$ cat src/hdl/port_b_mux_pkg.sv
package port_b_mux_pkg;

   localparam int          PIN_COUNT     = 16;
   localparam int          FIELD_W       = 2;
   // both registers share one bus word: high pins on lanes 1..0, low pins on lanes 3..2
   localparam logic [31:0] HI_SEL_ADDR   = 32'h05ffffcc;
   localparam logic [31:0] LO_SEL_ADDR   = 32'h05ffffce;
   localparam logic [15:0] SEL_RESET     = 16'h0000;
   localparam logic [15:0] READ_PAD      = 16'h0000;
   localparam logic [31:0] UNMAPPED_READ = 32'h0000_0000;
   localparam logic [15:0] SYNC_RESET    = 16'h0000;
   localparam logic        IRQ_IDLE      = 1'b1;
   localparam logic        SERIAL_IDLE   = 1'b1;
   localparam logic        TCLK_IDLE     = 1'b0;
   localparam logic        AUX_IDLE      = 1'b0;
   localparam logic [15:0] AUX_ENABLE_DEFAULT = 16'h0000;

   typedef enum logic [1:0] {
      FUNC_GPIO    = 2'b00,
      FUNC_ALT_A   = 2'b01,
      FUNC_ALT_B   = 2'b10,
      FUNC_PATTERN = 2'b11
   } pin_func_t;

   typedef enum logic [3:0] {
      K_GPIO    = 4'h0,
      K_IRQ     = 4'h1,
      K_SCK     = 4'h2,
      K_TXD     = 4'h3,
      K_RXD     = 4'h4,
      K_TCLK    = 4'h5,
      K_TOC     = 4'h6,
      K_PATTERN = 4'h7,
      K_AUX     = 4'h8,
      K_NONE    = 4'h9
   } pin_kind_t;

   typedef struct packed {
      logic [15:0] out;
      logic [15:0] oe;
   } pin_drive_t;

endpackage : port_b_mux_pkg

$ cat src/hdl/pin_input_filter.sv
module pin_input_filter (
   input  wire logic        clk,     // system clock
   input  wire logic        rst_n,   // synchronous reset, active low
   input  wire logic [15:0] raw,     // asynchronous pin levels
   output logic      [15:0] filt     // settled pin levels
);

   logic [15:0] s1;
   logic [15:0] s2;
   logic [15:0] s3;

   // s1 is read only by s2 to keep metastability contained
   always_ff @(posedge clk)
   begin
      if (!rst_n)
      begin
         s1 <= port_b_mux_pkg::SYNC_RESET;
         s2 <= port_b_mux_pkg::SYNC_RESET;
         s3 <= port_b_mux_pkg::SYNC_RESET;
      end
      else
      begin
         s1 <= raw;
         s2 <= s1;
         s3 <= s2;
      end
   end

   // a change counts only once two later stages agree
   always_ff @(posedge clk)
   begin
      if (!rst_n)
         filt <= port_b_mux_pkg::SYNC_RESET;
      else
         filt <= ((s2 ~^ s3) & s3) | ((s2 ^ s3) & filt);
   end

endmodule : pin_input_filter

$ cat src/hdl/port_b_pin_function_select.sv
// How it works
// pin 15: gpio, ext_interrupt_7, reserved, pattern
// pin 14: gpio, ext_interrupt_6, reserved, pattern
// pin 13: gpio, ext_interrupt_5, serial1 clock, pattern
// pin 12: gpio, ext_interrupt_4, serial0 clock, pattern
// pin 11: gpio, reserved, serial1 transmit, pattern
// pin 10: gpio, reserved, serial1 receive, pattern
// pin 9: gpio, reserved, serial0 transmit, pattern
// pin 8: gpio, reserved, serial0 receive, pattern
// high register resets zero, fully read/write
// pin 7: gpio, timer clock d, compare b4
// pin 6: gpio, timer clock c, compare a4
// pin 5: gpio or pattern, 01 reserved
// pin 4: gpio or pattern, 01 reserved
// pin 3: gpio or pattern, 01 reserved
// low register resets zero, fully read/write
// high register at its address, byte/half/word
// reserved code keeps pin on gpio
// unknown codes stored, routing by parameter
module port_b_pin_function_select #(
   parameter logic [15:0] AUX_ENABLE = port_b_mux_pkg::AUX_ENABLE_DEFAULT
) (
   input  wire logic                       CLK_SYS,          // 125 MHz system clock
   input  wire logic                       RST_N,            // sync reset, active low
   input  wire logic                       CYC_I,            // wishbone cycle
   input  wire logic                       STB_I,            // wishbone strobe
   input  wire logic                       WE_I,             // wishbone write
   input  wire logic [31:0]                ADR_I,            // wishbone byte address
   input  wire logic [31:0]                DAT_I,            // wishbone write data
   input  wire logic [3:0]                 SEL_I,            // wishbone byte selects
   output logic      [31:0]                DAT_O,            // wishbone read data
   output logic                            ACK_O,            // wishbone acknowledge
   input  wire logic [15:0]                PIN_IN,           // package pin levels
   output port_b_mux_pkg::pin_drive_t      PIN_DRV,          // package pin drive
   input  wire port_b_mux_pkg::pin_drive_t GPIO_DRV,         // gpio drive request
   output logic      [15:0]                GPIO_IN,          // filtered pin levels
   input  wire logic [15:0]                PATTERN_BITS,     // timing pattern bits
   output logic      [3:0]                 EXT_INTERRUPT_N,  // irq 7..4, low active
   input  wire logic [1:0]                 SERIAL_CLOCK_OUT, // serial clock drive
   input  wire logic [1:0]                 SERIAL_CLOCK_OE,  // serial clock enable
   output logic      [1:0]                 SERIAL_CLOCK_IN,  // serial clock from pin
   input  wire logic [1:0]                 SERIAL_TRANSMIT,  // serial transmit data
   output logic      [1:0]                 SERIAL_RECEIVE,   // serial receive data
   input  wire logic [1:0]                 TIMER_COMPARE,    // compare b4, a4
   output logic      [1:0]                 TIMER_EXT_CLOCK,  // timer clock d, c
   input  wire port_b_mux_pkg::pin_drive_t AUX_DRV,          // spare function drive
   output logic      [15:0]                AUX_IN            // spare function input
);

   logic [15:0]               sel_hi;
   logic [15:0]               sel_lo;
   logic [31:0]               all_sel;
   logic [15:0]               filt;
   logic [15:0]               per_out;
   logic [15:0]               per_oe;
   logic [15:0]               next_out;
   logic [15:0]               next_oe;
   logic [15:0]               next_aux;
   port_b_mux_pkg::pin_kind_t kind [16];
   logic                      bus_take;
   logic                      hit_hi;
   logic                      hit_lo;

   function automatic port_b_mux_pkg::pin_kind_t kind_of(input int pin,
                                                         input logic [1:0] code);
      port_b_mux_pkg::pin_kind_t k;
      k = port_b_mux_pkg::K_NONE;
      if (code == port_b_mux_pkg::FUNC_GPIO)
         k = port_b_mux_pkg::K_GPIO;
      else if (pin <= 2)
         // encodings unknown: spare channel or nothing
         k = AUX_ENABLE[pin] ? port_b_mux_pkg::K_AUX : port_b_mux_pkg::K_NONE;
      else if (code == port_b_mux_pkg::FUNC_PATTERN)
         k = port_b_mux_pkg::K_PATTERN;
      else if (code == port_b_mux_pkg::FUNC_ALT_A)
      begin
         // irq on high pins
         if (pin >= 12)
            k = port_b_mux_pkg::K_IRQ;
         // timer clocks
         else if (pin == 7 || pin == 6)
            k = port_b_mux_pkg::K_TCLK;
      end
      else
      begin
         // serial clocks
         if (pin == 13 || pin == 12)
            k = port_b_mux_pkg::K_SCK;
         // transmit data
         else if (pin == 11 || pin == 9)
            k = port_b_mux_pkg::K_TXD;
         // receive data
         else if (pin == 10 || pin == 8)
            k = port_b_mux_pkg::K_RXD;
         // compare outputs
         else if (pin == 7 || pin == 6)
            k = port_b_mux_pkg::K_TOC;
         // pins 5..3 code 10
         else if (pin >= 3 && pin <= 5 && AUX_ENABLE[pin])
            k = port_b_mux_pkg::K_AUX;
      end
      return k;
   endfunction : kind_of

   // one word, byte lanes pick the register
   assign bus_take = CYC_I && STB_I && !ACK_O;
   assign hit_hi   = ADR_I[31:2] == port_b_mux_pkg::HI_SEL_ADDR[31:2];
   assign hit_lo   = ADR_I[31:2] == port_b_mux_pkg::LO_SEL_ADDR[31:2];

   // high register storage
   select_reg u_sel_hi (
      .clk   (CLK_SYS),
      .rst_n (RST_N),
      .wr    (bus_take && WE_I && hit_hi),
      .be    (SEL_I[1:0]),
      .wdata (DAT_I[15:0]),
      .value (sel_hi)
   );

   // low register storage
   select_reg u_sel_lo (
      .clk   (CLK_SYS),
      .rst_n (RST_N),
      .wr    (bus_take && WE_I && hit_lo),
      .be    (SEL_I[3:2]),
      .wdata (DAT_I[31:16]),
      .value (sel_lo)
   );

   // one wait state, then ack drops so each access is answered once
   always_ff @(posedge CLK_SYS)
   begin
      if (!RST_N)
         ACK_O <= 1'b0;
      else
         ACK_O <= bus_take;
   end

   // unmapped addresses still ack, reading zero, so software never hangs
   always_ff @(posedge CLK_SYS)
   begin
      if (!RST_N)
         DAT_O <= port_b_mux_pkg::UNMAPPED_READ;
      else if (bus_take && (hit_hi || hit_lo))
         DAT_O <= {sel_lo, sel_hi};
      else if (bus_take)
         DAT_O <= port_b_mux_pkg::UNMAPPED_READ;
   end

   pin_input_filter u_filter (
      .clk   (CLK_SYS),
      .rst_n (RST_N),
      .raw   (PIN_IN),
      .filt  (filt)
   );

   assign all_sel = {sel_hi, sel_lo};

   always_comb
   begin
      per_out     = 16'h0000;
      per_oe      = 16'h0000;
      per_out[13] = SERIAL_CLOCK_OUT[1];
      per_oe[13]  = SERIAL_CLOCK_OE[1];
      per_out[12] = SERIAL_CLOCK_OUT[0];
      per_oe[12]  = SERIAL_CLOCK_OE[0];
      per_out[11] = SERIAL_TRANSMIT[1];
      per_oe[11]  = 1'b1;
      per_out[9]  = SERIAL_TRANSMIT[0];
      per_oe[9]   = 1'b1;
      per_out[7]  = TIMER_COMPARE[1];
      per_oe[7]   = 1'b1;
      per_out[6]  = TIMER_COMPARE[0];
      per_oe[6]   = 1'b1;
   end

   genvar i;
   generate
      for (i = 0; i < port_b_mux_pkg::PIN_COUNT; i++)
      begin : g_pin
         assign kind[i] = kind_of(i, all_sel[port_b_mux_pkg::FIELD_W*i +:
                                             port_b_mux_pkg::FIELD_W]);
         always_comb
         begin
            next_out[i] = GPIO_DRV.out[i];
            next_oe[i]  = GPIO_DRV.oe[i];
            next_aux[i] = port_b_mux_pkg::AUX_IDLE;
            unique case (kind[i])
               // pattern drive
               port_b_mux_pkg::K_PATTERN:
               begin
                  next_out[i] = PATTERN_BITS[i];
                  next_oe[i]  = 1'b1;
               end
               port_b_mux_pkg::K_SCK, port_b_mux_pkg::K_TXD, port_b_mux_pkg::K_TOC:
               begin
                  next_out[i] = per_out[i];
                  next_oe[i]  = per_oe[i];
               end
               port_b_mux_pkg::K_AUX:
               begin
                  next_out[i] = AUX_DRV.out[i];
                  next_oe[i]  = AUX_DRV.oe[i];
                  next_aux[i] = filt[i];
               end
               // inputs and reserved codes leave gpio in charge
               port_b_mux_pkg::K_GPIO, port_b_mux_pkg::K_IRQ, port_b_mux_pkg::K_RXD,
               port_b_mux_pkg::K_TCLK, port_b_mux_pkg::K_NONE:
               begin
                  next_out[i] = GPIO_DRV.out[i];
                  next_oe[i]  = GPIO_DRV.oe[i];
               end
               default:
               begin
                  next_out[i] = GPIO_DRV.out[i];
                  next_oe[i]  = GPIO_DRV.oe[i];
               end
            endcase
         end
      end
   endgenerate

   always_ff @(posedge CLK_SYS)
   begin
      if (!RST_N)
      begin
         PIN_DRV <= '0;
         AUX_IN  <= 16'h0000;
         GPIO_IN <= 16'h0000;
      end
      else
      begin
         PIN_DRV.out <= next_out;
         PIN_DRV.oe  <= next_oe;
         AUX_IN      <= next_aux;
         GPIO_IN     <= filt;
      end
   end

   // unrouted peripheral inputs sit at their idle level
   always_ff @(posedge CLK_SYS)
   begin
      if (!RST_N)
      begin
         EXT_INTERRUPT_N <= {4{port_b_mux_pkg::IRQ_IDLE}};
         SERIAL_CLOCK_IN <= {2{port_b_mux_pkg::SERIAL_IDLE}};
         SERIAL_RECEIVE  <= {2{port_b_mux_pkg::SERIAL_IDLE}};
         TIMER_EXT_CLOCK <= {2{port_b_mux_pkg::TCLK_IDLE}};
      end
      else
      begin
         // irq inputs 7..4
         for (int j = 0; j < 4; j++)
            EXT_INTERRUPT_N[j] <= (kind[12+j] == port_b_mux_pkg::K_IRQ) ?
                                  filt[12+j] : port_b_mux_pkg::IRQ_IDLE;
         SERIAL_CLOCK_IN[1] <= (kind[13] == port_b_mux_pkg::K_SCK) ?
                               filt[13] : port_b_mux_pkg::SERIAL_IDLE;
         SERIAL_CLOCK_IN[0] <= (kind[12] == port_b_mux_pkg::K_SCK) ?
                               filt[12] : port_b_mux_pkg::SERIAL_IDLE;
         // receive data
         SERIAL_RECEIVE[1]  <= (kind[10] == port_b_mux_pkg::K_RXD) ?
                               filt[10] : port_b_mux_pkg::SERIAL_IDLE;
         SERIAL_RECEIVE[0]  <= (kind[8] == port_b_mux_pkg::K_RXD) ?
                               filt[8] : port_b_mux_pkg::SERIAL_IDLE;
         TIMER_EXT_CLOCK[1] <= (kind[7] == port_b_mux_pkg::K_TCLK) ?
                               filt[7] : port_b_mux_pkg::TCLK_IDLE;
         TIMER_EXT_CLOCK[0] <= (kind[6] == port_b_mux_pkg::K_TCLK) ?
                               filt[6] : port_b_mux_pkg::TCLK_IDLE;
      end
   end

   a_bus_ack_once: assert property (@(posedge CLK_SYS) disable iff (!RST_N)
      (CYC_I && STB_I && !ACK_O) |=> ACK_O ##1 !ACK_O)
      else $error("ack not a single pulse one cycle after request");

   a_hi_write_read: assert property (@(posedge CLK_SYS) disable iff (!RST_N)
      (bus_take && WE_I && hit_hi && SEL_I[1:0] == 2'b11) |=> sel_hi == $past(DAT_I[15:0]))
      else $error("high select register did not store write data");

   a_reset_clear: assert property (@(posedge CLK_SYS) disable iff (!RST_N)
      $rose(RST_N) |-> (sel_hi == 16'h0000 && sel_lo == 16'h0000 && PIN_DRV == '0 && !ACK_O))
      else $error("select registers not clear after reset");

   a_pin15_pattern: assert property (@(posedge CLK_SYS) disable iff (!RST_N)
      (sel_hi[15:14] == 2'b11) |=> (PIN_DRV.oe[15] && PIN_DRV.out[15] == $past(PATTERN_BITS[15])))
      else $error("pin 15 not driving pattern bit");

   a_pin14_reserved: assert property (@(posedge CLK_SYS) disable iff (!RST_N)
      (sel_hi[13:12] == 2'b10) |=> (PIN_DRV.oe[14] == $past(GPIO_DRV.oe[14])
                                    && PIN_DRV.out[14] == $past(GPIO_DRV.out[14])))
      else $error("pin 14 reserved code left gpio");

   a_pin13_clock: assert property (@(posedge CLK_SYS) disable iff (!RST_N)
      (sel_hi[11:10] == 2'b10) |=> (PIN_DRV.oe[13] == $past(SERIAL_CLOCK_OE[1])
                                    && SERIAL_CLOCK_IN[1] == $past(filt[13])))
      else $error("pin 13 not on serial 1 clock");

   a_pin12_irq: assert property (@(posedge CLK_SYS) disable iff (!RST_N)
      (sel_hi[9:8] == 2'b01) |=> EXT_INTERRUPT_N[0] == $past(filt[12]))
      else $error("pin 12 not feeding interrupt 4");

   a_pin11_transmit: assert property (@(posedge CLK_SYS) disable iff (!RST_N)
      (sel_hi[7:6] == 2'b10) |=> (PIN_DRV.oe[11] && PIN_DRV.out[11] == $past(SERIAL_TRANSMIT[1])))
      else $error("pin 11 not driving serial 1 transmit");

   a_pin10_receive: assert property (@(posedge CLK_SYS) disable iff (!RST_N)
      (sel_hi[5:4] != 2'b10) |=> SERIAL_RECEIVE[1] == port_b_mux_pkg::SERIAL_IDLE)
      else $error("serial 1 receive not idle while unrouted");

   a_pin9_transmit: assert property (@(posedge CLK_SYS) disable iff (!RST_N)
      (sel_hi[3:2] == 2'b10) |=> (PIN_DRV.oe[9] && PIN_DRV.out[9] == $past(SERIAL_TRANSMIT[0])))
      else $error("pin 9 not driving serial 0 transmit");

   a_pin8_receive: assert property (@(posedge CLK_SYS) disable iff (!RST_N)
      (sel_hi[1:0] == 2'b10) |=> SERIAL_RECEIVE[0] == $past(filt[8]))
      else $error("pin 8 not feeding serial 0 receive");

   a_pin7_compare: assert property (@(posedge CLK_SYS) disable iff (!RST_N)
      (sel_lo[15:14] == 2'b10) |=> (PIN_DRV.oe[7] && PIN_DRV.out[7] == $past(TIMER_COMPARE[1])))
      else $error("pin 7 not driving compare b4");

   a_pin6_tclk: assert property (@(posedge CLK_SYS) disable iff (!RST_N)
      (sel_lo[13:12] == 2'b01) |=> TIMER_EXT_CLOCK[0] == $past(filt[6]))
      else $error("pin 6 not feeding timer clock c");

   a_pin5_pattern: assert property (@(posedge CLK_SYS) disable iff (!RST_N)
      (sel_lo[11:10] == 2'b11) |=> (PIN_DRV.oe[5] && PIN_DRV.out[5] == $past(PATTERN_BITS[5])))
      else $error("pin 5 not driving pattern bit");

   a_pin4_reserved: assert property (@(posedge CLK_SYS) disable iff (!RST_N)
      (sel_lo[9:8] == 2'b01) |=> PIN_DRV.oe[4] == $past(GPIO_DRV.oe[4]))
      else $error("pin 4 reserved code left gpio");

   a_pin3_pattern: assert property (@(posedge CLK_SYS) disable iff (!RST_N)
      (sel_lo[7:6] == 2'b11) |=> PIN_DRV.out[3] == $past(PATTERN_BITS[3]))
      else $error("pin 3 not driving pattern bit");

   a_aux_gated: assert property (@(posedge CLK_SYS) disable iff (!RST_N)
      (sel_lo[1:0] != 2'b00 && !AUX_ENABLE[0]) |=> (AUX_IN[0] == port_b_mux_pkg::AUX_IDLE
                                                   && PIN_DRV.oe[0] == $past(GPIO_DRV.oe[0])))
      else $error("spare input routed while disabled");

endmodule : port_b_pin_function_select

$ cat src/hdl/select_reg.sv
module select_reg (
   input  wire logic        clk,     // system clock
   input  wire logic        rst_n,   // synchronous reset, active low
   input  wire logic        wr,      // write strobe
   input  wire logic [1:0]  be,      // byte enables
   input  wire logic [15:0] wdata,   // write data
   output logic      [15:0] value    // stored select fields
);

   genvar b;
   generate
      for (b = 0; b < 2; b++)
      begin : g_byte
         always_ff @(posedge clk)
         begin
            if (!rst_n)
               value[8*b +: 8] <= port_b_mux_pkg::SEL_RESET[8*b +: 8];
            else if (wr && be[b])
               value[8*b +: 8] <= wdata[8*b +: 8];
         end
      end
   endgenerate

endmodule : select_reg

$ cat config.mk
export PLATFORM = sky130hd
export DESIGN_NAME = port_b_pin_function_select
export DESIGN_NICKNAME = d
export VERILOG_FILES = /design/src/hdl/port_b_mux_pkg.sv /design/src/hdl/pin_input_filter.sv /design/src/hdl/port_b_pin_function_select.sv /design/src/hdl/select_reg.sv
export SDC_FILE = /design/constraint.sdc
export NUM_CORES = 1
export LEC_CHECK = 0
export BUFFER_PORTS_ARGS = -buffer_cell sky130_fd_sc_hd__buf_2
export CAP_MARGIN = 20
export CORE_MARGIN = 2
export CORE_UTILIZATION = 45
export DETAILED_ROUTE_END_ITERATION = 8
export HOLD_SLACK_MARGIN = 0.02
export PLACE_DENSITY = 0.76
export SYNTH_ARGS = -nofsm -noshare
export SYNTH_HDL_FRONTEND = slang
export SYNTH_SLANG_ARGS = --single-unit
$ cat constraint.sdc
create_clock -name CLK_SYS -period 3.6 [get_ports CLK_SYS]
set_input_delay 0.18 -clock CLK_SYS [delete_from_list [all_inputs] [get_ports CLK_SYS]]
set_output_delay 0.18 -clock CLK_SYS [all_outputs]
set_load 0.01 [all_outputs]
# ---- Word-level counts from Yosys, hierarchy flattened
# Cells that the tools add are included.
dict set report word_totals {
  regBits 203
  latchBits 0
  mem_bits_rw 0
  romBits 0
  in_bits 177
  output_inout_bits 107
  word_cells 302
  memories 0
}
dict set report classes {
  addsub 0
  mul 0
  div_mod_pow 0
  n_lt_le_gt_ge 0
  n_eq_ne 112
  shifts 0
  mux 73
  bitwise 5
  n_reduce_logical 73
}
# cell count
set op_table {}
lappend op_table {{4-bit by 3-bit equality test with 1-bit output (second input constant)} 36}
lappend op_table {{4-bit by 2-bit equality test with 1-bit output (second input constant)} 32}
lappend op_table {{4-bit 2-to-1 mux} 27}
lappend op_table {{1-bit one-hot mux with 3 select lines} 28}
lappend op_table {{4-bit equality test (second input constant)} 16}
lappend op_table {{32-bit 2-to-1 mux} 2}
lappend op_table {{2-bit AND reduction} 26}
lappend op_table {{3-bit OR reduction} 16}
lappend op_table {{16-bit bitwise AND} 2}
lappend op_table {{2-bit zero test} 16}
lappend op_table {{30-bit by 25-bit equality test with 1-bit output (second input constant)} 1}
lappend op_table {{2-bit equality test (second input constant)} 13}
lappend op_table {{2-bit by 1-bit equality test with 1-bit output (second input constant)} 10}
lappend op_table {{3-bit 2-to-1 mux} 6}
lappend op_table {{4-bit by 1-bit equality test with 1-bit output (second input constant)} 4}
lappend op_table {{16-bit bitwise OR} 1}
lappend op_table {{4-bit OR reduction} 4}
lappend op_table {{16-bit bitwise XNOR} 1}
lappend op_table {{16-bit XOR} 1}
lappend op_table {{2-bit 2-to-1 mux} 6}
lappend op_table {{1-bit logical AND} 9}
lappend op_table {{1-bit one-hot mux with 2 select lines} 4}
lappend op_table {{2-bit nonzero test} 1}
lappend op_table {{1-bit zero test} 1}

# ---- Logic depth before layout (Yosys ltp)
dict set report depth {
  ltp_word 7
  depth_mapped 5
  mapped_depth_nobuf 4
}

# ---- Cells and area by module
# From an unflattened synthesis, not the netlist that was laid out.
dict set report hier_totals {
  hier_cells 608
  hier_area_um2 6717.7
}
# module instances cells_each area_per_inst_um2 seq_area_each_um2
set by_module_without_submodules {}
lappend by_module_without_submodules {port_b_pin_function_select 1 292 3289.4 2001.9}
lappend by_module_without_submodules {pin_input_filter 1 166 2006.9 1281.2}
lappend by_module_without_submodules {select_reg 2 75 710.7 320.3}

# ---- Worst setup path before layout
# No wires, ideal clock.
dict set report synth_timing {
  path_kind {input to register}
  from {input port ADR_I[29]}
  to {register u_sel_hi.value[0]}
  setup_ns 0.123
  arrival_time_ns 1.882
  t_required_ns 3.477
  slack_ns 1.595
  path_stages 4
  path_buffers 0
  cell_sequence {or4b_1 -> nor4_4 -> nand4_4 -> mux2i_1}
}
dict set report synth_between {
  elab_chain_cells 3
}
# element line
set synth_lines {}
lappend synth_lines {{start: declaration} port_b_pin_function_select.sv:28} ;# input wire logic [31:0] ADR_I,
lappend synth_lines {{30-bit by 25-bit equality test with 1-bit output} port_b_pin_function_select.sv:107} ;# assign hit_hi = ADR_I[31:2] == port_b_mux_pkg::HI_SEL_ADDR[31:2];
lappend synth_lines {{1-bit logical AND} port_b_pin_function_select.sv:114} ;# .wr (bus_take && WE_I && hit_hi),
lappend synth_lines {{1-bit logical AND} select_reg.sv:18} ;# else if (wr && be[b])
lappend synth_lines {{end signal: indexed assignment} select_reg.sv:17} ;# value[8*b +: 8] <= port_b_mux_pkg::SEL_RESET[8*b +: 8];
lappend synth_lines {{end signal: indexed assignment} select_reg.sv:19} ;# value[8*b +: 8] <= wdata[8*b +: 8];
lappend synth_lines {{end: declaration} select_reg.sv:7} ;# output logic [15:0] value
# Every way passes these cells.
# A chain may end at the register's enable or synchronous reset.

# ---- Worst setup path after layout
dict set report layout_timing {
  from {register ACK_O}
  to {register u_sel_lo.value[5]}
}
dict set report layout_between {
  elab_chain_cells 5
}
# element line
set layout_lines {}
lappend layout_lines {{start: declaration} port_b_pin_function_select.sv:32} ;# output logic ACK_O,
lappend layout_lines {{start signal: assignment} port_b_pin_function_select.sv:136} ;# ACK_O <= bus_take;
lappend layout_lines {{1-bit zero test} port_b_pin_function_select.sv:106} ;# assign bus_take = CYC_I && STB_I && !ACK_O;
lappend layout_lines {{1-bit logical AND} port_b_pin_function_select.sv:106}
lappend layout_lines {{1-bit logical AND (2 in a row)} port_b_pin_function_select.sv:124} ;# .wr (bus_take && WE_I && hit_lo),
lappend layout_lines {{1-bit logical AND} select_reg.sv:18}
lappend layout_lines {{end signal: indexed assignment} select_reg.sv:17}
lappend layout_lines {{end signal: indexed assignment} select_reg.sv:19}
lappend layout_lines {{end: declaration} select_reg.sv:7}
# Every way passes these cells.

==> impl_metrics.py <==
metrics = {
    "run_status": {
        "run_status": "complete, no violations",
    },
    "clocking": {
        "clk_latency_ps": 430,
        "cts_tree": "done",
        "ctsHoldBuffers": 78,
        "htreeDepth": 4,
        "post_cts.repair.setup_buffers": 0,
        "clock_path_buffers": 2,
        "clk_pin_slew_ps": 80,
        "cts-resized-gates": 0,
        "clock-root-buffer": "sky130_fd_sc_hd__clkbuf_16",
        "tritoncts.num_buffers": 17,
        "clock_sink_count": 196,
    },
    "synth": {
        "ys_types": 26,
        "synth.largest_area_cell": "sky130_fd_sc_hd__dfxtp_1",
        "yosysTopAreaCellShare": 0.5823,
        "synthCells": 669,
        "synth_seq_cells": 196,
        "synth.area.top_cells": "sky130_fd_sc_hd__dfxtp_1 (58%), sky130_fd_sc_hd__and2_1 (6.9%), sky130_fd_sc_hd__nand2_1 (5.8%)",
        "ys_warn_count": 0,
        "syn-mean-instance-area_um2": 10.07,
        "synth-seq-area-share": 0.5823,
        "mappedNetlistArea_um2": 6739,
    },
    "power": {
        "irDropWorstVdd_uv": 305.9,
        "netSwitchingFraction": 0.2344,
        "p_comb_frac": 0.068,
        "power.share.clock": 0.412,
        "power_switching_uw": 1003,
        "internal-power_uw": 3277,
        "powerDensity_nw_per_um2": 454.0,
        "leakagePower_uw": 0.004540,
        "p_seq_frac": 0.520,
        "power_total_uw": 4280,
    },
    "global_route": {
        "grt_start_max_net_pins": 110,
        "grt_util_met3": 0.06917,
        "grt_use_met1": 0.2435,
        "top_usage_layer": "met2",
        "globalRoute.totalOverflow": 0,
        "met2_usage": 0.3894,
        "track_usage": 0.2167,
        "antenna_found_initial": 2,
        "grt_pass1_wl_um": 27330,
        "first_global_vias": 5534,
    },
    "floorplan": {
        "fp.dieW_um": 126.4,
        "io_pins": 284,
        "die_area_um2": 15970,
        "core_area_um2": 14590,
        "core.rowCount": 44,
        "floorplan.die.height_um": 126.4,
        "start_util": 0.4619,
    },
    "place": {
        "preCtsSetupSlack_ps": 1374,
        "dpl.hpwl_um": 11130,
        "io_buffers": 242,
        "place.gp.congestion": 0.7680,
    },
    "worst_setup_path": {
        "crit_type": "reg -> reg",
        "r2r_setup_slack_ps": 1600,
        "critical_path.most_common_cell": "sky130_fd_sc_hd__buf_4",
        "max_stage_delay_ps": 430,
        "crit_slowest_cell": "sky130_fd_sc_hd__buf_4",
        "worst-endpoint-arrival_ps": 2310,
        "critical_path_maximum_fanout": 36,
        "worstSetupEndpointType": "flop",
        "worstPathCellList": "nand3b_1 > buf_4 > nor3_4 > buf_4 > nand4_4 > mux2i_1",
        "setup.worst_path.start_class": "flop",
        "required_arrival_time_at_the_worst_endpoint_ps": 3910,
    },
    "timing": {
        "maxSlewHeadroom": 0.3357,
        "worstMarginPinSlew_ps": 995.0,
        "setup_viol": 0,
        "post-route-period-util": 0.5569,
        "timing.setup.tns_ps": 0,
        "fin_worst_skew_ps": 13.59,
        "hold_slack_ps": 39.16,
        "max_slew_violations": 0,
        "fmax_ghz": 0.4988,
        "final_critical_path_setup_slack_ps": 1595,
        "rsz0062_at_grt": "false",
        "finalHoldViolCount": 0,
        "fin_crit_ps": 2005,
    },
    "detailed_routing": {
        "drt-vias-per-instance": 4.912,
        "detailedRoute.firstPassIterationCount": 4,
        "vias": 5811,
        "wirelength_um": 17570,
        "routedWlPerCell_um": 14.85,
        "iteration_0_drc_markers": 279,
        "route.antenna.remaining_nets": 0,
        "detail_route.drc_violations": 0,
    },
    "job": {
        "max_cap_viol_count": 0,
    },
    "finish": {
        "mostFrequentLayoutCells": "sky130_fd_sc_hd__buf_2 (241), sky130_fd_sc_hd__dfxtp_1 (196), sky130_fd_sc_hd__nand2_1 (105)",
        "mostFrequentLayoutCell": "sky130_fd_sc_hd__buf_2",
        "layout.nets": 1183,
        "areaGrowthSynthToFinish_pct": 39.90,
        "layout-drive-gt1-share": 0.2919,
    },
    "min_path": {
        "min-delay-path-class": "in -> reg",
    },
}
[path summary, 6_finish.rpt]
kind | start | depth (start not counted) | end
setup / recovery | ACK_O$_SDFF_PN0_ | 6 | u_sel_lo.value[5]$_SDFFE_PN0P_
hold / removal | PATTERN_BITS[8] | 3 | PIN_DRV[24]$_SDFF_PN0_
setup reg to reg | ACK_O$_SDFF_PN0_ | 6 | u_sel_lo.value[5]$_SDFFE_PN0P_
hold reg to reg | u_filter.s1[6]$_SDFF_PN0_ | 1 | u_filter.s2[6]$_SDFF_PN0_
[synth_stat cells, drive strengths merged]
master and count:
dfxtp 196, nand2 105, and2 74, a21oi 61
nor2 46, nand4 39, mux2i 38, clkbuf 32
ha 22, buf 10, inv 7, a211oi 6
nand3b 5, o21ai 5, or4b 5, nand3 4
a31oi 3, and3 3, and3b 2, nand4bb 2
conb 1, nand4b 1, nor3 1, nor4 1
[layout make-up]
cell class / count / area [um2]
Sequential cell: 196 / 3924
Antenna cell: 2 / 5.005
Multi-Input combinational cell: 436 / 2653
Inverter: 7 / 26.28
Timing Repair Buffer: 326 / 2039
Clock buffer: 18 / 429.2
Tap cell: 184 / 230.2
Fill cell: 1150 / 5161
Clock inverter: 14 / 121.4
[sequential cells by signal, summed over array words and instances (netlist names), 4 cells and up]
name and count:
u_sel_lo.value 16, GPIO_IN 16, PIN_DRV 32, EXT_INTERRUPT_N 4
u_filter.s3 16, u_filter.filt 16, DAT_O 32, AUX_IN 9
u_filter.s1 16, u_filter.s2 16, u_sel_hi.value 16
[critical path, delay by kind of cell, from the launching register on]
family	cells	cell delay [ps]
flops	1	310
buf+inv	2	690
mux	1	190
simple gates	3	670
[metrics by stage]
step | utilization | area [um2] | cells
after detailed placement | 0.5546 | 8092 | 1071
after floorplan | - | 6784 | 681
after global placement | 0.5546 | 8092 | 1071
after global routing | 0.6461 | 9425 | 1182
after CTS | 0.6459 | 9423 | 1181
final | 0.6462 | 9428 | 1183
[power by group through the flow]
stage	Combinational, uW	Clock [uW]	Sequential [uW]
2_1_floorplan	94.8	0	2290
3_3_place_gp	220	0	2270
3_5_place_dp	223	0	2270
4_1_cts	290	1800	2220
5_1_grt	321	1900	2230
6_report	292	1760	2220
[routing by layer]
metal / routed length, um / vias to the layer above
met5: 0 / -
met4: 327 / 0
met3: 1236 / 26
met2: 8952 / 230
met1: 7049 / 2691
li1: - / 2864
[cells by family after synthesis]
group | synth area share
flip-flops | 0.5822
other | 0.0005565
multiplexers | 0.05644
buffers and inverters | 0.03286
AO/OA/AOI/OAI | 0.05848
AND/OR/NAND/NOR | 0.2286
adder cells (fa/ha/maj) | 0.04085
Note: power is estimated with default switching activity, not from simulation.
